### config.mk
export PLATFORM = sky130hd
export DESIGN_NAME = wdw_watchdog
export DESIGN_NICKNAME = d
export VERILOG_FILES = /design/src/rtl/wdw_pkg.sv /design/src/rtl/wdw_timer.sv /design/src/rtl/wdw_prescaler.sv /design/src/rtl/wdw_watchdog.sv /design/src/verification/wdw_rst_model.sv /design/src/verification/tb.sv
export SDC_FILE = /design/constraint.sdc
export NUM_CORES = 1
export LEC_CHECK = 0
export ABC_AREA = 1
export BUFFER_PORTS_ARGS = -buffer_cell sky130_fd_sc_hd__clkbuf_2
export CORE_UTILIZATION = 50
export DETAILED_ROUTE_END_ITERATION = 8
export PLACE_DENSITY = 0.81
export SLEW_MARGIN = 15
export SYNTH_ARGS = -nofsm -noshare
export SYNTH_HDL_FRONTEND = slang
export SYNTH_SLANG_ARGS = --single-unit
### constraint.sdc
create_clock -name clk_in -period 2.11 [get_ports clk_in]
set_input_delay 0.422 -clock clk_in [delete_from_list [all_inputs] [get_ports clk_in]]
set_output_delay 0.422 -clock clk_in [all_outputs]
set_load 0.03 [all_outputs]
### src/rtl/wdw_pkg.sv
// constants and types for the watchdog down-counter
package wdw_pkg;

  // ==========================================================
  // timing
  localparam int unsigned CLK_PERIOD_NS    = 8;
  localparam int unsigned PRESCALE_PERIOD  = 16384;
  localparam int unsigned PRE_W            = 14;
  localparam int unsigned RESET_PULSE_US   = 30;
  // longest time: rounds down
  localparam int unsigned RESET_PULSE_CYC  = (RESET_PULSE_US * 1000) / CLK_PERIOD_NS;
  localparam int unsigned RESUME_SHORT_CYC = 256;
  localparam int unsigned RESUME_LONG_CYC  = 4096;
  localparam int unsigned TIMER_W          = 13;

  // ==========================================================
  // shortest lead to first decrement, per time base
  localparam int unsigned MIN_BASE = 128;
  localparam int unsigned MIN_STEP = 64;
  localparam logic [7:0]  LSB_TB0  = 8'h3b;
  localparam logic [7:0]  LSB_TB1  = 8'h35;
  localparam logic [7:0]  LSB_TB2  = 8'h23;
  localparam logic [7:0]  LSB_TB3  = 8'h36;

  function automatic logic [PRE_W-1:0] tb_min_lead(input logic [1:0] tb);
    logic [7:0] lsb;
    lsb = LSB_TB0;
    unique case (tb)
      2'h0: lsb = LSB_TB0;
      2'h1: lsb = LSB_TB1;
      2'h2: lsb = LSB_TB2;
      2'h3: lsb = LSB_TB3;
    endcase
    return PRE_W'((32'(lsb) + MIN_BASE) * MIN_STEP);
  endfunction

  // ==========================================================
  // register map
  localparam int unsigned APB_AW    = 12;
  localparam logic [11:0] ADDR_CTRL = 12'h000;
  localparam logic [11:0] ADDR_CFG  = 12'h004;
  localparam logic [11:0] ADDR_STAT = 12'h008;

  localparam int unsigned CTRL_ACT_BIT   = 7;
  localparam int unsigned CTRL_TOP_BIT   = 6;
  localparam logic [6:0]  CTRL_CNT_RESET = 7'h7f;
  localparam logic [6:0]  CNT_EDGE_VALUE = 7'h40;

  localparam int unsigned CFG_RTCIE_BIT = 0;
  localparam int unsigned CFG_TB_LSB    = 1;

  localparam int unsigned STAT_RESET_BIT  = 0;
  localparam int unsigned STAT_FROZEN_BIT = 1;
  localparam int unsigned STAT_ACTIVE_BIT = 2;
  localparam int unsigned STAT_WAIT_BIT   = 3;

  // ==========================================================
  // power-mode sequencer
  typedef enum logic [2:0] {
    WDW_BOOT      = 3'h0,
    WDW_WAIT      = 3'h1,
    WDW_RUN       = 3'h3,
    WDW_HALT_ONE  = 3'h2,
    WDW_HALT_STOP = 3'h6,
    WDW_ACT_HALT  = 3'h7
  } wdw_state_t;

endpackage

### src/rtl/wdw_timer.sv
// one-shot down-counting delay timer
`timescale 1ns/1ps
module wdw_timer
  import wdw_pkg::*;
#(
  parameter int unsigned W = TIMER_W
) (
  // clock and reset
  input  wire logic         clk_in,
  input  wire logic         rst_in,
  // control
  input  wire logic         start_in,
  input  wire logic [W-1:0] load_in,
  // status
  output logic              busy_out,
  output logic              done_out
);

  logic [W-1:0] cnt_reg;
  logic [W-1:0] cnt_next;
  logic         busy_reg;
  logic         busy_next;
  logic         done_reg;
  logic         done_next;

  // busy stays high for exactly load_in cycles
  always_comb begin
    cnt_next  = cnt_reg;
    busy_next = busy_reg;
    done_next = 1'b0;
    if (start_in) begin
      cnt_next  = load_in;
      busy_next = 1'b1;
    end else if (busy_reg) begin
      if (cnt_reg <= W'(1)) begin
        busy_next = 1'b0;
        done_next = 1'b1;
      end else begin
        cnt_next = cnt_reg - W'(1);
      end
    end
  end

  always_ff @(posedge clk_in) begin
    if (rst_in) begin
      cnt_reg  <= '0;
      busy_reg <= 1'b0;
      done_reg <= 1'b0;
    end else begin
      cnt_reg  <= cnt_next;
      busy_reg <= busy_next;
      done_reg <= done_next;
    end
  end

  assign busy_out = busy_reg;
  assign done_out = done_reg;

endmodule // wdw_timer

### src/rtl/wdw_prescaler.sv
// free-running prescaler giving one tick per period
`timescale 1ns/1ps
module wdw_prescaler
  import wdw_pkg::*;
#(
  parameter int unsigned PERIOD = PRESCALE_PERIOD
) (
  // clock and reset
  input  wire logic             clk_in,
  input  wire logic             rst_in,
  // alignment on software write
  input  wire logic             align_in,
  input  wire logic [PRE_W-1:0] min_lead_in,
  // decrement enable
  output logic                  tick_out
);

  logic [PRE_W-1:0] cnt_reg;
  logic [PRE_W-1:0] cnt_next;
  logic             tick_reg;
  logic             tick_next;

  always_comb begin
    tick_next = 1'b0;
    if (cnt_reg == '0) begin
      cnt_next  = PRE_W'(PERIOD - 1);
      tick_next = 1'b1;
    end else begin
      cnt_next = cnt_reg - PRE_W'(1);
    end
    // phase is not reset on a write, only pushed out to the shortest lead
    if (align_in && (cnt_next < min_lead_in)) begin
      cnt_next = min_lead_in - PRE_W'(1);
    end
  end

  always_ff @(posedge clk_in) begin
    if (rst_in) begin
      cnt_reg  <= PRE_W'(PERIOD - 1);
      tick_reg <= 1'b0;
    end else begin
      cnt_reg  <= cnt_next;
      tick_reg <= tick_next;
    end
  end

  assign tick_out = tick_reg;

endmodule // wdw_prescaler

### src/rtl/wdw_watchdog.sv
// watchdog down-counter with power-mode handling and apb registers
//
// The implementer's own choices: the register addresses and register access over APB.
`timescale 1ns/1ps
// Overview of operation
// - counter decrements once per prescaler period of 16384 clocks
// - six low counter bits loaded by software set 64 timeout steps
// - active and counter 40h to 3Fh starts a low reset pulse
// - counter runs even when disabled; disabled only suppresses the reset
// - disabled after reset; activation is sticky until reset
// - write with activation set and top bit clear forces reset
// - halt while active, rtc interrupt off, halt option on resets
// - plain halt: one more decrement, then frozen and harmless
// - external interrupt ends plain halt; counting resumes after 256/4096 clocks
// - reset ending halt leaves watchdog disabled unless hardware option
// - halt with rtc interrupt enabled enters active-halt, counter frozen
// - active-halt interrupt exit resumes at once; reset exit after delay
// - hardware option keeps watchdog active, activation bit ignored
// - first decrement after write lies between time-base minimum and 16384
// - control register: activation bit 7, counter bits 6:0, reset 7Fh
module wdw_watchdog
  import wdw_pkg::*;
#(
  parameter int unsigned PRESCALE = PRESCALE_PERIOD
) (
  // clock and reset
  input  wire logic              clk_in,
  input  wire logic              rst_in,
  // apb slave
  input  wire logic              psel_in,
  input  wire logic              penable_in,
  input  wire logic              pwrite_in,
  input  wire logic [APB_AW-1:0] paddr_in,
  input  wire logic [31:0]       pwdata_in,
  output logic [31:0]            prdata_out,
  output logic                   pready_out,
  output logic                   pslverr_out,
  // cpu events
  input  wire logic              halt_in,
  input  wire logic              ext_irq_in,
  input  wire logic              osc_irq_in,
  // option byte straps
  input  wire logic              hw_wdg_opt_in,
  input  wire logic              halt_reset_opt_in,
  input  wire logic              long_delay_opt_in,
  // chip reset
  output logic                   reset_req_out,
  output logic                   chip_reset_n_out
);

  // ==========================================================
  // state
  wdw_state_t  state_reg,      state_next;
  logic [6:0]  cnt_reg,        cnt_next;
  logic        act_reg,        act_next;
  logic        rtcie_reg,      rtcie_next;
  logic [1:0]  tb_reg,         tb_next;
  logic        hw_opt_reg,     hw_opt_next;
  logic        halt_opt_reg,   halt_opt_next;
  logic        long_opt_reg,   long_opt_next;
  logic        rst_act_reg,    rst_act_next;
  logic        rst_n_reg,      rst_n_next;
  logic        pready_reg,     pready_next;
  logic        pslverr_reg,    pslverr_next;
  logic [31:0] prdata_reg,     prdata_next;

  logic               tick;
  logic               dly_busy;
  logic               dly_done;
  logic               pulse_busy;
  logic               dly_start;
  logic               pulse_start;
  logic               wr_ctrl;
  logic               wr_cfg;
  logic               access;
  logic               eff_act;
  logic               counting;
  logic               dec;
  logic               trig_under;
  logic               trig_soft;
  logic               trig_halt;
  logic               trigger;
  logic               wr_act;
  logic [PRE_W-1:0]   min_lead;
  logic [TIMER_W-1:0] dly_load;

  // ==========================================================
  // apb decode: zero wait states, answer on first access edge
  assign access  = psel_in & penable_in & pready_reg;
  assign wr_ctrl = access & pwrite_in & (paddr_in == ADDR_CTRL);
  assign wr_cfg  = access & pwrite_in & (paddr_in == ADDR_CFG);

  always_comb begin
    pready_next  = psel_in & ~penable_in;
    pslverr_next = 1'b0;
    prdata_next  = prdata_reg;
    if (psel_in && !penable_in) begin
      prdata_next = '0;
      unique case (paddr_in)
        ADDR_CTRL: prdata_next[7:0] = {act_reg, cnt_reg};
        ADDR_CFG:  prdata_next[2:0] = {tb_reg, rtcie_reg};
        ADDR_STAT: begin
          prdata_next[STAT_RESET_BIT]  = rst_act_reg;
          prdata_next[STAT_FROZEN_BIT] = ~counting;
          prdata_next[STAT_ACTIVE_BIT] = eff_act;
          prdata_next[STAT_WAIT_BIT]   = dly_busy;
        end
        default:   pslverr_next = 1'b1;
      endcase
    end
  end

  // ==========================================================
  // counter and activation
  // hardware option
  assign eff_act  = act_reg | hw_opt_reg;
  assign counting = (state_reg == WDW_RUN) | (state_reg == WDW_HALT_ONE);
  assign dec      = tick & counting & ~wr_ctrl;
  assign wr_act   = pwdata_in[CTRL_ACT_BIT] | eff_act;
  assign trig_under = dec & eff_act & (cnt_reg == CNT_EDGE_VALUE);
  assign trig_soft  = wr_ctrl & wr_act & ~pwdata_in[CTRL_TOP_BIT];
  assign trig_halt  = halt_in & (state_reg == WDW_RUN) & eff_act & ~rtcie_reg & halt_opt_reg;
  assign trigger    = (trig_under | trig_soft | trig_halt) & ~rst_act_reg;
  // shortest lead, clipped when the period is shortened
  assign min_lead   = (32'(tb_min_lead(tb_reg)) < PRESCALE) ? tb_min_lead(tb_reg) : PRE_W'(PRESCALE);

  always_comb begin
    cnt_next      = cnt_reg;
    act_next      = act_reg;
    rtcie_next    = rtcie_reg;
    tb_next       = tb_reg;
    hw_opt_next   = hw_opt_reg;
    halt_opt_next = halt_opt_reg;
    long_opt_next = long_opt_reg;
    rst_act_next  = rst_act_reg | trigger;
    // straps caught on the first cycle after release
    if (state_reg == WDW_BOOT) begin
      hw_opt_next   = hw_wdg_opt_in;
      halt_opt_next = halt_reset_opt_in;
      long_opt_next = long_delay_opt_in;
    end
    if (wr_ctrl) begin
      cnt_next = pwdata_in[6:0];
      act_next = act_reg | pwdata_in[CTRL_ACT_BIT];
    end else if (dec) begin
      cnt_next = cnt_reg - 7'h01;
    end
    if (wr_cfg) begin
      rtcie_next = pwdata_in[CFG_RTCIE_BIT];
      tb_next    = pwdata_in[CFG_TB_LSB +: 2];
    end
    // pin held low while the pulse runs; released when the pulse timer ends
    rst_n_next = ~(trigger | pulse_busy);
  end

  // ==========================================================
  // power-mode sequencer
  always_comb begin
    state_next  = state_reg;
    dly_start   = 1'b0;
    pulse_start = trigger;
    unique case (state_reg)
      // reset exit: disabled, counting after delay
      WDW_BOOT: begin
        dly_start  = 1'b1;
        state_next = WDW_WAIT;
      end
      WDW_WAIT: begin
        if (dly_done) begin
          state_next = WDW_RUN;
        end
      end
      WDW_RUN: begin
        if (halt_in && !trig_halt) begin
          state_next = rtcie_reg ? WDW_ACT_HALT : WDW_HALT_ONE;
        end
      end
      WDW_HALT_ONE: begin
        if (ext_irq_in) begin
          dly_start  = 1'b1;
          state_next = WDW_WAIT;
        end else if (dec) begin
          state_next = WDW_HALT_STOP;
        end
      end
      WDW_HALT_STOP: begin
        if (ext_irq_in) begin
          dly_start  = 1'b1;
          state_next = WDW_WAIT;
        end
      end
      WDW_ACT_HALT: begin
        if (ext_irq_in || osc_irq_in) begin
          state_next = WDW_RUN;
        end
      end
      default: state_next = WDW_BOOT;
    endcase
  end

  assign dly_load = long_opt_next ? TIMER_W'(RESUME_LONG_CYC) : TIMER_W'(RESUME_SHORT_CYC);

  always_ff @(posedge clk_in) begin
    if (rst_in) begin
      state_reg    <= WDW_BOOT;
      cnt_reg      <= CTRL_CNT_RESET;
      act_reg      <= 1'b0;
      rtcie_reg    <= 1'b0;
      tb_reg       <= 2'h0;
      hw_opt_reg   <= 1'b0;
      halt_opt_reg <= 1'b0;
      long_opt_reg <= 1'b0;
      rst_act_reg  <= 1'b0;
      rst_n_reg    <= 1'b1;
      pready_reg   <= 1'b0;
      pslverr_reg  <= 1'b0;
      prdata_reg   <= '0;
    end else begin
      state_reg    <= state_next;
      cnt_reg      <= cnt_next;
      act_reg      <= act_next;
      rtcie_reg    <= rtcie_next;
      tb_reg       <= tb_next;
      hw_opt_reg   <= hw_opt_next;
      halt_opt_reg <= halt_opt_next;
      long_opt_reg <= long_opt_next;
      rst_act_reg  <= rst_act_next;
      rst_n_reg    <= rst_n_next;
      pready_reg   <= pready_next;
      pslverr_reg  <= pslverr_next;
      prdata_reg   <= prdata_next;
    end
  end

  // ==========================================================
  // submodules
  wdw_prescaler #(.PERIOD(PRESCALE)) u_pre (
    .clk_in      (clk_in),
    .rst_in      (rst_in),
    .align_in    (wr_ctrl),
    .min_lead_in (min_lead),
    .tick_out    (tick)
  );

  wdw_timer #(.W(TIMER_W)) u_resume (
    .clk_in   (clk_in),
    .rst_in   (rst_in),
    .start_in (dly_start),
    .load_in  (dly_load),
    .busy_out (dly_busy),
    .done_out (dly_done)
  );

  wdw_timer #(.W(TIMER_W)) u_pulse (
    .clk_in   (clk_in),
    .rst_in   (rst_in),
    .start_in (pulse_start),
    .load_in  (TIMER_W'(RESET_PULSE_CYC)),
    .busy_out (pulse_busy),
    .done_out ()
  );

  // reset is the only chip-facing output
  assign reset_req_out    = rst_act_reg;
  assign chip_reset_n_out = rst_n_reg;
  assign prdata_out       = prdata_reg;
  assign pready_out       = pready_reg;
  assign pslverr_out      = pslverr_reg;
endmodule // wdw_watchdog

### src/verification/wdw_rst_model.sv
// model of the chip reset circuit that listens to the watchdog pin
`timescale 1ns/1ps
module wdw_rst_model (
  // clock
  input  wire logic clk_in,
  // watchdog reset pin, active low
  input  wire logic chip_reset_n_in,
  // system reset back to the block, and measured pin-low length
  output logic      sys_rst_out,
  output int        low_len_out
);
  int cnt;
  int hold;

  initial begin
    cnt = 0;
    hold = 0;
    low_len_out = 0;
    sys_rst_out = 1'b0;
  end

  // ==========================================================
  // pin measurement and system reset
  // pin alone resets chip
  always @(posedge clk_in) begin
    if (hold != 0) begin
      hold <= hold - 1;
    end
    if (chip_reset_n_in === 1'b0) begin
      cnt <= cnt + 1;
    end else if (cnt != 0) begin
      // reset follows the pin release, as a power-on style reset would
      low_len_out <= cnt;
      cnt <= 0;
      hold <= 16;
    end
    sys_rst_out <= (hold > 1);
  end
endmodule // wdw_rst_model

### src/verification/tb.sv
// self-checking testbench for the watchdog down-counter
`timescale 1ns/1ps
module tb;
  import wdw_pkg::*;
  // shortened prescaler keeps each timeout a few hundred cycles
  localparam int unsigned PS = 64;

  logic        clk_in = 1'b0;
  logic        tb_rst = 1'b1;
  logic        psel   = 1'b0;
  logic        pen    = 1'b0;
  logic        pwr    = 1'b0;
  logic [11:0] paddr  = 12'h000;
  logic [31:0] pwdata = 32'h0;
  logic        halt   = 1'b0;
  logic        eirq   = 1'b0;
  logic        oirq   = 1'b0;
  logic        hw     = 1'b0;
  logic        hro    = 1'b0;
  logic        lng    = 1'b0;
  logic [31:0] prdata_out;
  logic        pready_out;
  logic        pslverr_out;
  logic        reset_req_out;
  logic        chip_reset_n_out;
  logic        sys_rst;
  int          low_len;
  wire logic   rst_in = tb_rst | sys_rst;
  logic [31:0] rd;
  logic        er;
  int          cyc;
  int          wt;
  int          bad_count = 0;
  int          compares = 0;

  always #4 clk_in = ~clk_in;

  wdw_watchdog #(.PRESCALE(PS)) i_wdw_watchdog (
    .clk_in(clk_in), .rst_in(rst_in), .psel_in(psel), .penable_in(pen), .pwrite_in(pwr),
    .paddr_in(paddr), .pwdata_in(pwdata), .prdata_out(prdata_out), .pready_out(pready_out),
    .pslverr_out(pslverr_out), .halt_in(halt), .ext_irq_in(eirq), .osc_irq_in(oirq),
    .hw_wdg_opt_in(hw), .halt_reset_opt_in(hro), .long_delay_opt_in(lng),
    .reset_req_out(reset_req_out), .chip_reset_n_out(chip_reset_n_out));

  wdw_rst_model i_wdw_rst_model (
    .clk_in(clk_in), .chip_reset_n_in(chip_reset_n_out), .sys_rst_out(sys_rst), .low_len_out(low_len));

  // ==========================================================
  // shared tasks
  task automatic final_report;
    if (bad_count == 0 && compares > 0) begin
      $display("verification passed");
    end else begin
      $display("verification failed");
    end
    $finish;
  endtask

  task automatic chk(input logic [31:0] got, input logic [31:0] exp);
    compares++;
    if (got !== exp) begin
      bad_count++;
      $display("[ERR] %0t got %h exp %h", $time, got, exp);
    end
  endtask

  task automatic chkb(input logic b);
    chk({31'h0, b}, 32'h1);
  endtask

  task automatic apb(input logic w, input logic [11:0] a, input logic [31:0] d);
    int n;
    n = 0;
    @(posedge clk_in);
    psel <= 1'b1;
    pen <= 1'b0;
    pwr <= w;
    paddr <= a;
    pwdata <= d;
    @(posedge clk_in);
    pen <= 1'b1;
    // request stands until pready is seen at a rising edge
    do begin
      @(posedge clk_in);
      n++;
    end while (pready_out !== 1'b1 && n < 20);
    if (pready_out !== 1'b1) begin
      bad_count++;
    end
    wt = n;
    rd = prdata_out;
    er = pslverr_out;
    psel <= 1'b0;
    pen <= 1'b0;
  endtask

  task automatic wait_req(input int lim);
    cyc = 0;
    while (reset_req_out !== 1'b1 && cyc < lim) begin
      @(posedge clk_in);
      cyc++;
    end
  endtask

  task automatic recover;
    int n;
    n = 0;
    while (sys_rst !== 1'b1 && n < 5000) begin
      @(posedge clk_in);
      n++;
    end
    while (sys_rst !== 1'b0 && n < 5100) begin
      @(posedge clk_in);
      n++;
    end
    if (sys_rst !== 1'b0 || n >= 5000) begin
      bad_count++;
    end
    // startup freeze must pass before counting resumes
    repeat (300) @(posedge clk_in);
  endtask

  task automatic do_reset;
    @(posedge clk_in);
    tb_rst <= 1'b1;
    repeat (16) @(posedge clk_in);
    tb_rst <= 1'b0;
    repeat (300) @(posedge clk_in);
  endtask

  task automatic pulse_halt;
    @(posedge clk_in);
    halt <= 1'b1;
    @(posedge clk_in);
    halt <= 1'b0;
  endtask

  // ==========================================================
  // scenarios
  task automatic s_defaults;
    apb(1'b0, ADDR_CTRL, 32'h0);
    chk(rd, 32'h0000007f);
    chk(wt, 32'h1);
    chk({31'h0, er}, 32'h0);
    apb(1'b0, ADDR_STAT, 32'h0);
    chk({31'h0, rd[STAT_ACTIVE_BIT]}, 32'h0);
    apb(1'b0, 12'hffc, 32'h0);
    chkb(er);
  endtask

  task automatic s_free;
    apb(1'b1, ADDR_CTRL, 32'h00000041);
    repeat (5 * PS) @(posedge clk_in);
    apb(1'b0, ADDR_CTRL, 32'h0);
    chkb(rd[6:0] < 7'h40);
    chk({31'h0, reset_req_out}, 32'h0);
  endtask

  task automatic s_sticky;
    apb(1'b1, ADDR_CTRL, 32'h000000c2);
    apb(1'b1, ADDR_CTRL, 32'h00000042);
    // three decrements from 42h reach 3Fh
    wait_req(400);
    chkb(cyc >= 2 * PS && cyc <= 3 * PS + 10);
    recover();
    chk(low_len, RESET_PULSE_CYC + 1);
    apb(1'b0, ADDR_CTRL, 32'h0);
    chk(rd, 32'h0000007f);
  endtask

  task automatic s_swrst;
    apb(1'b1, ADDR_CTRL, 32'h000000bf);
    wait_req(10);
    chkb(cyc <= 3);
    recover();
  endtask

  task automatic s_acthalt;
    apb(1'b1, ADDR_CFG, 32'h00000007);
    apb(1'b1, ADDR_CTRL, 32'h000000ff);
    pulse_halt();
    repeat (3 * PS) @(posedge clk_in);
    apb(1'b0, ADDR_CTRL, 32'h0);
    chk(rd, 32'h000000ff);
    apb(1'b0, ADDR_STAT, 32'h0);
    chk({31'h0, rd[STAT_FROZEN_BIT]}, 32'h1);
    @(posedge clk_in);
    oirq <= 1'b1;
    @(posedge clk_in);
    oirq <= 1'b0;
    repeat (3 * PS) @(posedge clk_in);
    apb(1'b0, ADDR_CTRL, 32'h0);
    chkb(rd[6:0] < 7'h7f);
    apb(1'b1, ADDR_CFG, 32'h0);
  endtask

  task automatic s_plainhalt;
    apb(1'b1, ADDR_CTRL, 32'h000000ff);
    pulse_halt();
    repeat (4 * PS) @(posedge clk_in);
    apb(1'b0, ADDR_CTRL, 32'h0);
    chk(rd, 32'h000000fe);
    chk({31'h0, reset_req_out}, 32'h0);
    @(posedge clk_in);
    eirq <= 1'b1;
    @(posedge clk_in);
    eirq <= 1'b0;
    apb(1'b0, ADDR_STAT, 32'h0);
    chk({31'h0, rd[STAT_WAIT_BIT]}, 32'h1);
    repeat (180) @(posedge clk_in);
    apb(1'b0, ADDR_CTRL, 32'h0);
    chk(rd, 32'h000000fe);
    repeat (200) @(posedge clk_in);
    apb(1'b0, ADDR_CTRL, 32'h0);
    chkb(rd[6:0] < 7'h7e);
  endtask

  task automatic s_haltrst;
    hro <= 1'b1;
    do_reset();
    apb(1'b1, ADDR_CTRL, 32'h000000ff);
    pulse_halt();
    wait_req(10);
    chkb(cyc <= 4);
    hro <= 1'b0;
    recover();
  endtask

  task automatic s_hw;
    hw <= 1'b1;
    do_reset();
    apb(1'b0, ADDR_STAT, 32'h0);
    chk({31'h0, rd[STAT_ACTIVE_BIT]}, 32'h1);
    apb(1'b1, ADDR_CTRL, 32'h00000041);
    // two decrements from 41h, a step shorter than from 42h
    wait_req(300);
    chkb(cyc >= PS && cyc <= 2 * PS + 10);
    hw <= 1'b0;
    recover();
  endtask

  task automatic s_long;
    lng <= 1'b1;
    do_reset();
    // long startup freeze still holds after 4000 cycles
    repeat (3700) @(posedge clk_in);
    apb(1'b0, ADDR_CTRL, 32'h0);
    chk(rd, 32'h0000007f);
    repeat (300) @(posedge clk_in);
    apb(1'b0, ADDR_CTRL, 32'h0);
    chkb(rd[6:0] < 7'h7f);
    lng <= 1'b0;
  endtask

  // ==========================================================
  // main sequence and watchdog
  initial begin
    repeat (16) @(posedge clk_in);
    tb_rst <= 1'b0;
    repeat (300) @(posedge clk_in);
    s_defaults();
    s_free();
    s_sticky();
    s_swrst();
    s_acthalt();
    s_plainhalt();
    s_haltrst();
    s_hw();
    s_long();
    final_report();
  end

  initial begin
    repeat (40000) @(posedge clk_in);
    bad_count++;
    final_report();
  end
endmodule // tb
==> results by group, run 1 <==
Placed design
  • Final HPWL DP: 7380 um
  • I/O Buffers: 42
  • Placed Cells: 793
  • DP Worst Slack: -0.130 ns
  • Final Wtd Congestion: 0.846

Drt
  • DR WL/cell: 12.0 um
  • Post-route ant nets: 0
  • Vias per cell: between 5 and 6
  • Routed vias: 4137
  • DR iter-0 viols: 146
  • Post-Route WL: 9840 um
  • DRC: 0
  • TritonRoute pass-1 iters: 5

CTS
  • Num Clock Sinks: 73
  • CTS clk-pin slew, worst paths: ~0.080 ns
  • TritonCTS clock tree: done
  • Hold bufs inserted after CTS: 0
  • Cts bufs inserted: 9
  • Root Buffer: clkbuf_8
  • Clock buffer depth: 2
  • # H-tree levels: 3
  • Clk Latency, worst-skew pair: 0.35 ns

STA
  • RSZ-0062 raised after global routing: yes
  • Post-route minimum period: ~2.2 ns
  • Fin worst setup slack: -0.0555 ns
  • Setup TNS: -0.402 ns
  • Layout Skew: 0.0103 ns
  • Setup Viol. Count Final: 11
  • Final Slew Violations: 0
  • Hold Vio Cnt, Final: 0
  • Slew @ Worst Pin: ~0.61 ns
  • Worst slew margin: 59.3%
  • Final cycle utilization of the critical path: 103%
  • Max Freq: 462 MHz

Global routing
  • First-pass GRT wire length: 16400 um
  • Pin count of the biggest net entering global routing: 16
  • Vias in the first global route: 3798
  • Tot GR Track Use: 23.1%
  • Initial antenna violation count: 0
  • GR Overflow Total: 0

Setup path
  • Worst path max stage delay: 0.38 ns
  • CP Class: reg2reg
  • Worst path cell trace: nor2_4 > nand2_2 > nor2_4 > buf_4 > buf_4 > buf_4 > buf_4 > buf_4 > buf_4 > nand2_1 > nand2_1 > nand3_2 > nand2_2 > nor2_4 > nand2_4 > nand3_4 > buf_12 > nand3b_1
  • Crit end category: register
  • Worst EP arrival: 2.38 ns
  • Crit-path most repeated cell: buf_4
  • R2r worst-path depth: 18
  • Critical Path RT: 2.33 ns
  • Register-to-register path setup slack: -0.06 ns
  • Setup crit start kind: register
  • Worst-path fanout max: 6
  • Slowest cell on crit path: dfxtp_1

Floorplanning
  • Initial Util: 52.1%
  • Die X: 95.0 um
  • Boundary Pins: 91
  • CORE AREA: 8300 um^2
  • Chip height: 95.0 um
  • Std-Cell Rows: 33
  • Die area: 9030 um^2

Final layout
  • Nets: between 700 and 800
  • Fillers: 730
  • Share of layout cells above drive strength 1: 21.4%
  • Most frequent cells in the layout: nand2_1, inv_1, nor2_1
  • Commonest non-fill, non-tap cell in the layout: nand2_1
  • Layout Cells excl Fill: 820
  • # diodes: 0
  • Area Overhead vs Synth: 17.9%
  • Post-route core utilization: between 60% and 70%
  • Max reg flops: 14

Status
  • Status: finished with violations
  • Failing checks: negative setup slack

Pwr
  • Logic gate share of total power: 37.4%
  • Clock power share: between 20% and 30%
  • Sequential share of power: 37.6%
  • Switch share: 40.8%
  • Max VDD drop: 0.880 mV
  • PD cells: 881 nW/um^2
  • Total power draw: approximately 4.5 mW
  • Pint: 2.66 mW
  • Pleak: around 2.5 nW
  • Sw power: 1.83 mW

Synthesis
  • Gate count after technology mapping: 628
  • Post-Syn Area: around 4300 um^2
  • Sequential-to-total area share from yosys stat: 33.8%
  • Cell variety after synth: 44
  • YS warnings: 0
  • #FFs+latches synth: 73
  • Mean Syn Cell Area: 6.89 um^2

Worst hold path
  • Worst min path class: in2reg
  • Hold Path Depth: 3

Job
  • Max Cap Viol: 0
==> cell usage after synthesis (all sizes together) <==
cell / count / area [um^2]
a21boi: 1 / 11.3
a21oi: 32 / 164
a31oi: 4 / 25.0
and2: 1 / 6.26
and3: 1 / 6.26
buf: 27 / 201
clkbuf: 7 / 26.3
conb: 1 / 3.75
dfxtp: 73 / 1460
ha: 11 / 138
inv: 89 / 334
mux2i: 1 / 10.0
nand2: 144 / 583
nand3: 46 / 280
nand3b: 5 / 37.5
nand4: 14 / 87.6
nor2: 91 / 410
nor3: 10 / 55.1
nor3b: 3 / 27.5
o2111ai: 7 / 61.3
o211ai: 6 / 45.0
o21a: 2 / 15.0
o21ai: 26 / 130
o221ai: 1 / 8.76
o22ai: 3 / 18.8
o31ai: 2 / 15.0
or2: 5 / 31.3
xnor2: 3 / 26.3
xor2: 12 / 105
==> worst max-delay path, delay by kind of cell (launching register included) <==
family / cells / cell delay, ns
buffers and inverters: 7 / 0.83
and+or+nand+nor: 11 / 0.81
DFF: 1 / 0.38
==> cell families after synthesis <==
kind of cell / Yosys count / share of synthesized area (%)
simple gates: 320 / 35.3
buf+inv: 123 / 13.0
compound gates: 84 / 11.4
flops: 73 / 33.8
xor+xnor: 15 / 3.04
fa+ha+maj: 11 / 3.18
other cells: 1 / 0.0867
mux: 1 / 0.231
==> area by class of cell <==
cell class	count	area [um^2]	area share [%]
well taps	105	131	2.58
repair buffers	81	515	10.1
clock buffers	9	124	2.43
inverters	89	334	6.55
multi-input cells	456	2450	48.0
clock inverters	7	76.3	1.50
flip-flops and latches	73	1470	28.8
==> power by group through the flow <==
stage          clock network [mW]  logic (mW)  registers (mW)
2_1_floorplan                   0        1.36            1.69
3_3_place_gp                    0        1.62            1.71
3_5_place_dp                    0        1.67            1.71
4_1_cts                      1.15        1.68            1.68
5_1_grt                      1.20        1.94            1.71
6_report                     1.12        1.68            1.69
==> routing by layer <==
layer | wire, um | track usage (%)
met5 | 0 | 0
met3 | 411 | 5.50
met4 | 100 | 5.93
met2 | 4890 | 41.5
met1 | 4440 | 27.6
==> repair_timing <==
item	4_1_cts	5_1_grt
cloned	1	0
setup endpoints to repair	14	14
gates resized for setup	10	10
setup buffers	7	3
pin swaps	11	10
==> through the flow <==
stage	area, um^2	hold WS (ns)
after global placement	4760	0.434
after floorplan	4410	0.405
after global routing	5100	0.289
after detailed placement	4760	0.430
final	5100	0.295
after CTS	5040	0.278
==> final timing paths <==
kind | startpoint | end
hold reg to reg | u_resume.busy_out | u_resume.done_out
setup / recovery | u_pre.cnt_reg[5] | u_pre.cnt_reg[3]
hold / removal | hw_wdg_opt_in | hw_opt_reg
setup reg to reg | u_pre.cnt_reg[5] | u_pre.cnt_reg[3]
Power figures use the tool's default switching activity.
==> run 2, diff against run 1 <==
==> constraint.sdc (replaced) <==
create_clock -name clk_in -period 2.11 [get_ports clk_in]
set_input_delay 0.3165 -clock clk_in [delete_from_list [all_inputs] [get_ports clk_in]]
set_output_delay 0.3165 -clock clk_in [all_outputs]
set_load 0.03 [all_outputs]
==> run 2 against run 1 <==
The run still ends with negative setup slack left; sequential share of layout area shrank 0.36 points; critical path depth shrank 6; largest cell class unchanged; worst hold slack lost 0.10 ns; final cell count grew 0.49%; clock power grew 6%; setup slack lost 0.073 ns; clock skew is essentially flat; highest routed layer unchanged; global-route usage grew 0.87 points; fmax shrank 3.3%; register-to-register slack lost 0.07 ns.
==> results by group, run 2 (synthesis results as in run 1) <==
STA
  • Layout Skew: 0.0108 ns (+0.000471 ns)
  • Hold Vio Cnt, Final: 0 (unchanged)
  • Final Slew Violations: 0 (unchanged)
  • Max Freq: 447 MHz (-3.3%)
  • RSZ-0062 raised after global routing: yes
  • Worst slew margin: 58.3% (-1.0 points)
  • Setup TNS: -1.10 ns (-0.700 ns)
  • Slew @ Worst Pin: 0.623 ns (+0.0150 ns)
  • Setup Viol. Count Final: 12 (+1)
  • Final cycle utilization of the critical path: 106% (+3.5 points)
  • Post-route minimum period: 2.24 ns (+0.0728 ns)
  • Fin worst setup slack: -0.128 ns (-0.0728 ns)

Drt
  • TritonRoute pass-1 iters: 5 (unchanged)
  • Max layer used: met4
  • Vias per cell: 5.15 (+2.0%)
  • WL met3: 432 um (+5.1%)
  • Post-Route WL: 10400 um (+5.4%)
  • DRC: 0 (unchanged)
  • Post-route ant nets: 0 (unchanged)
  • DR iter-0 viols: 158 (+8.2%)
  • Routed wl met2: 5380 um (+10%)
  • DR WL/cell: 12.6 um (+4.9%)
  • Routed vias: 4241 (+2.5%)
  • Met1 Wirelength: 4400 um (-1.0%)

Setup path
  • Worst EP arrival: 2.44 ns (+0.06 ns)
  • Setup crit start kind: register
  • CP Class: reg2reg
  • Critical Path RT: 2.31 ns (-0.02 ns)
  • Worst-path fanout max: 6 (unchanged)
  • Crit end category: register

Global routing
  • Vias in the first global route: 3910 (+2.9%)
  • Initial antenna violation count: 0 (unchanged)
  • Tot GR Track Use: 24.0% (+0.87 points)
  • GR Overflow Total: 0 (unchanged)
  • First-pass GRT wire length: 17000 um (+3.3%)
  • Pin count of the biggest net entering global routing: 39 (+23)

Pwr
  • Max VDD drop: 0.768 mV (-13%)
  • Logic gate share of total power: 37.0% (-0.4 points)
  • Pint: 2.77 mW (+4.1%)
  • PD cells: 884 nW/um^2 (+0.28%)
  • Switch share: 39.5% (-1.4 points)
  • Clock power share: 26.0% (+1.0 points)
  • Sequential share of power: 36.9% (-0.7 points)
  • Pleak: 2.56 nW (+1.6%)
  • Sw power: 1.80 mW (-1.7%)

Floorplanning
  • Boundary Pins: 91 (unchanged)
  • CORE AREA: 8300 um^2 (unchanged)
  • Std-Cell Rows: 33 (unchanged)
  • Initial Util: 52.1% (unchanged)
  • Die area: 9030 um^2 (unchanged)
  • Die X: 95.0 um (unchanged)
  • Chip height: 95.0 um (unchanged)

CTS
  • Num Clock Sinks: 73 (unchanged)
  • Clock buffer depth: 2 (unchanged)
  • # H-tree levels: 3 (unchanged)
  • Hold bufs inserted after CTS: 0 (unchanged)
  • Cts bufs inserted: 9 (unchanged)
  • Clk Latency, worst-skew pair: 0.35 ns (about the same)
  • TritonCTS clock tree: done
  • CTS clk-pin slew, worst paths: 0.08 ns (about the same)
  • Root Buffer: clkbuf_8

Final layout
  • Multi-input logic area: 2480 um^2 (+1.1%)
  • Nets: 780 (+0.52%)
  • # diodes: 0 (unchanged)
  • Commonest non-fill, non-tap cell in the layout: nand2_1
  • Sequential Area: 1470 um^2 (+0.17%)
  • Max reg flops: 14 (unchanged)
  • Final instance area: 5170 um^2 (+1.4%)
  • Fillers: 725 (-0.68%)
  • Most frequent cells in the layout: nand2_1, inv_1, nor2_1
  • Share of layout cells above drive strength 1: 22.7% (+1.3 points)
  • Area Overhead vs Synth: 19.6%
  • Post-route core utilization: 62.3% (+0.89 points)

Placed design
  • I/O Buffers: 42 (unchanged)
  • Final HPWL DP: 7270 um (-1.4%)
  • Post-DP Area: 4730 um^2 (-0.47%)
  • Final Wtd Congestion: 0.860 (+1.7%)

Job
  • Max Cap Viol: 0 (unchanged)

Worst hold path
  • Worst min path class: in2reg

Status
  • Failing checks: negative setup slack
  • Status: finished with violations
[run 2: cell count changes in the layout (fill, tap and decap cells not counted), moves of 2 or more]
cell	before	now
dfxtp_2	5	7
inv_6	2	0
dfxtp_1	68	66
buf_4	38	41
clkinv_2	1	3
nand2_1	131	127
nand2_2	9	12
[run 2: final timing paths]
| check | from | depth (start not counted) | slack [ns] | endpoint |
|---|---|---|---|---|
| worst min-delay path | pwdata_in[3] | 3 | 0.19 | cnt_reg[3] |
| worst max-delay path | u_pre.cnt_reg[3] | 12 | -0.13 | u_pre.cnt_reg[3] |
| worst max register to register | u_pre.cnt_reg[3] | 12 | -0.13 | u_pre.cnt_reg[3] |
| worst min register to register | u_resume.busy_out | 2 | 0.46 | u_resume.done_out |
[run 2: area by class of cell]
type	instances	share of cell area, %
inverters	89	6.46
multi-input cells	456	47.9
repair buffers	85	10.6
clock buffers	10	2.47
clock inverters	6	1.60
well taps	105	2.54
flip-flops and latches	73	28.4
[run 2: timing repair]
action,CTS,global route
pin swaps,18,17
resized for setup,9,23
buffers inserted,12,5
endpoints found under the setup margin,14,14
cloned,1,0
[run 2: power groups by stage]
| stage | Clock (mW) | Combinational (mW) | Sequential, mW |
|---|---|---|---|
| 2_1_floorplan | 0 | 1.36 | 1.69 |
| 3_3_place_gp | 0 | 1.61 | 1.70 |
| 3_5_place_dp | 0 | 1.66 | 1.71 |
| 4_1_cts | 1.21 | 1.68 | 1.68 |
| 5_1_grt | 1.27 | 1.92 | 1.71 |
| 6_report | 1.19 | 1.69 | 1.69 |
[run 2: per-stage QoR]
| step | hold slack [ns] | power, mW | setup WS [ns] | std cells |
|---|---|---|---|---|
| floorplan | 0.405 | 3.05 | 0.0136 | 651 |
| global placement | 0.439 | 3.32 | -0.0304 | 790 |
| detailed placement | 0.449 | 3.38 | -0.119 | 790 |
| CTS | 0.178 | 4.57 | -0.0573 | 819 |
| global route | 0.187 | 4.90 | -0.267 | 824 |
| finish | 0.190 | 4.57 | -0.128 | 824 |
[run 2: critical path, cell delays in order, from the launching register on]
cell and delay, ns:
dfxtp_2 0.34, buf_4 0.14, nor2_4 0.13, nand2_4 0.09, nor3_2 0.20, xor2_1 0.32, ha_1 0.20, nand3_1 0.12
nor2_4 0.15, nand2_4 0.08, nand3_4 0.13, buf_12 0.12, nand3b_1 0.08
[run 2: layer usage]
layer	vias to the layer above	GRT usage, %
li1	2157	-
met1	1951	27.8
met2	118	43.2
met3	15	5.34
met4	0	8.33
met5	-	0
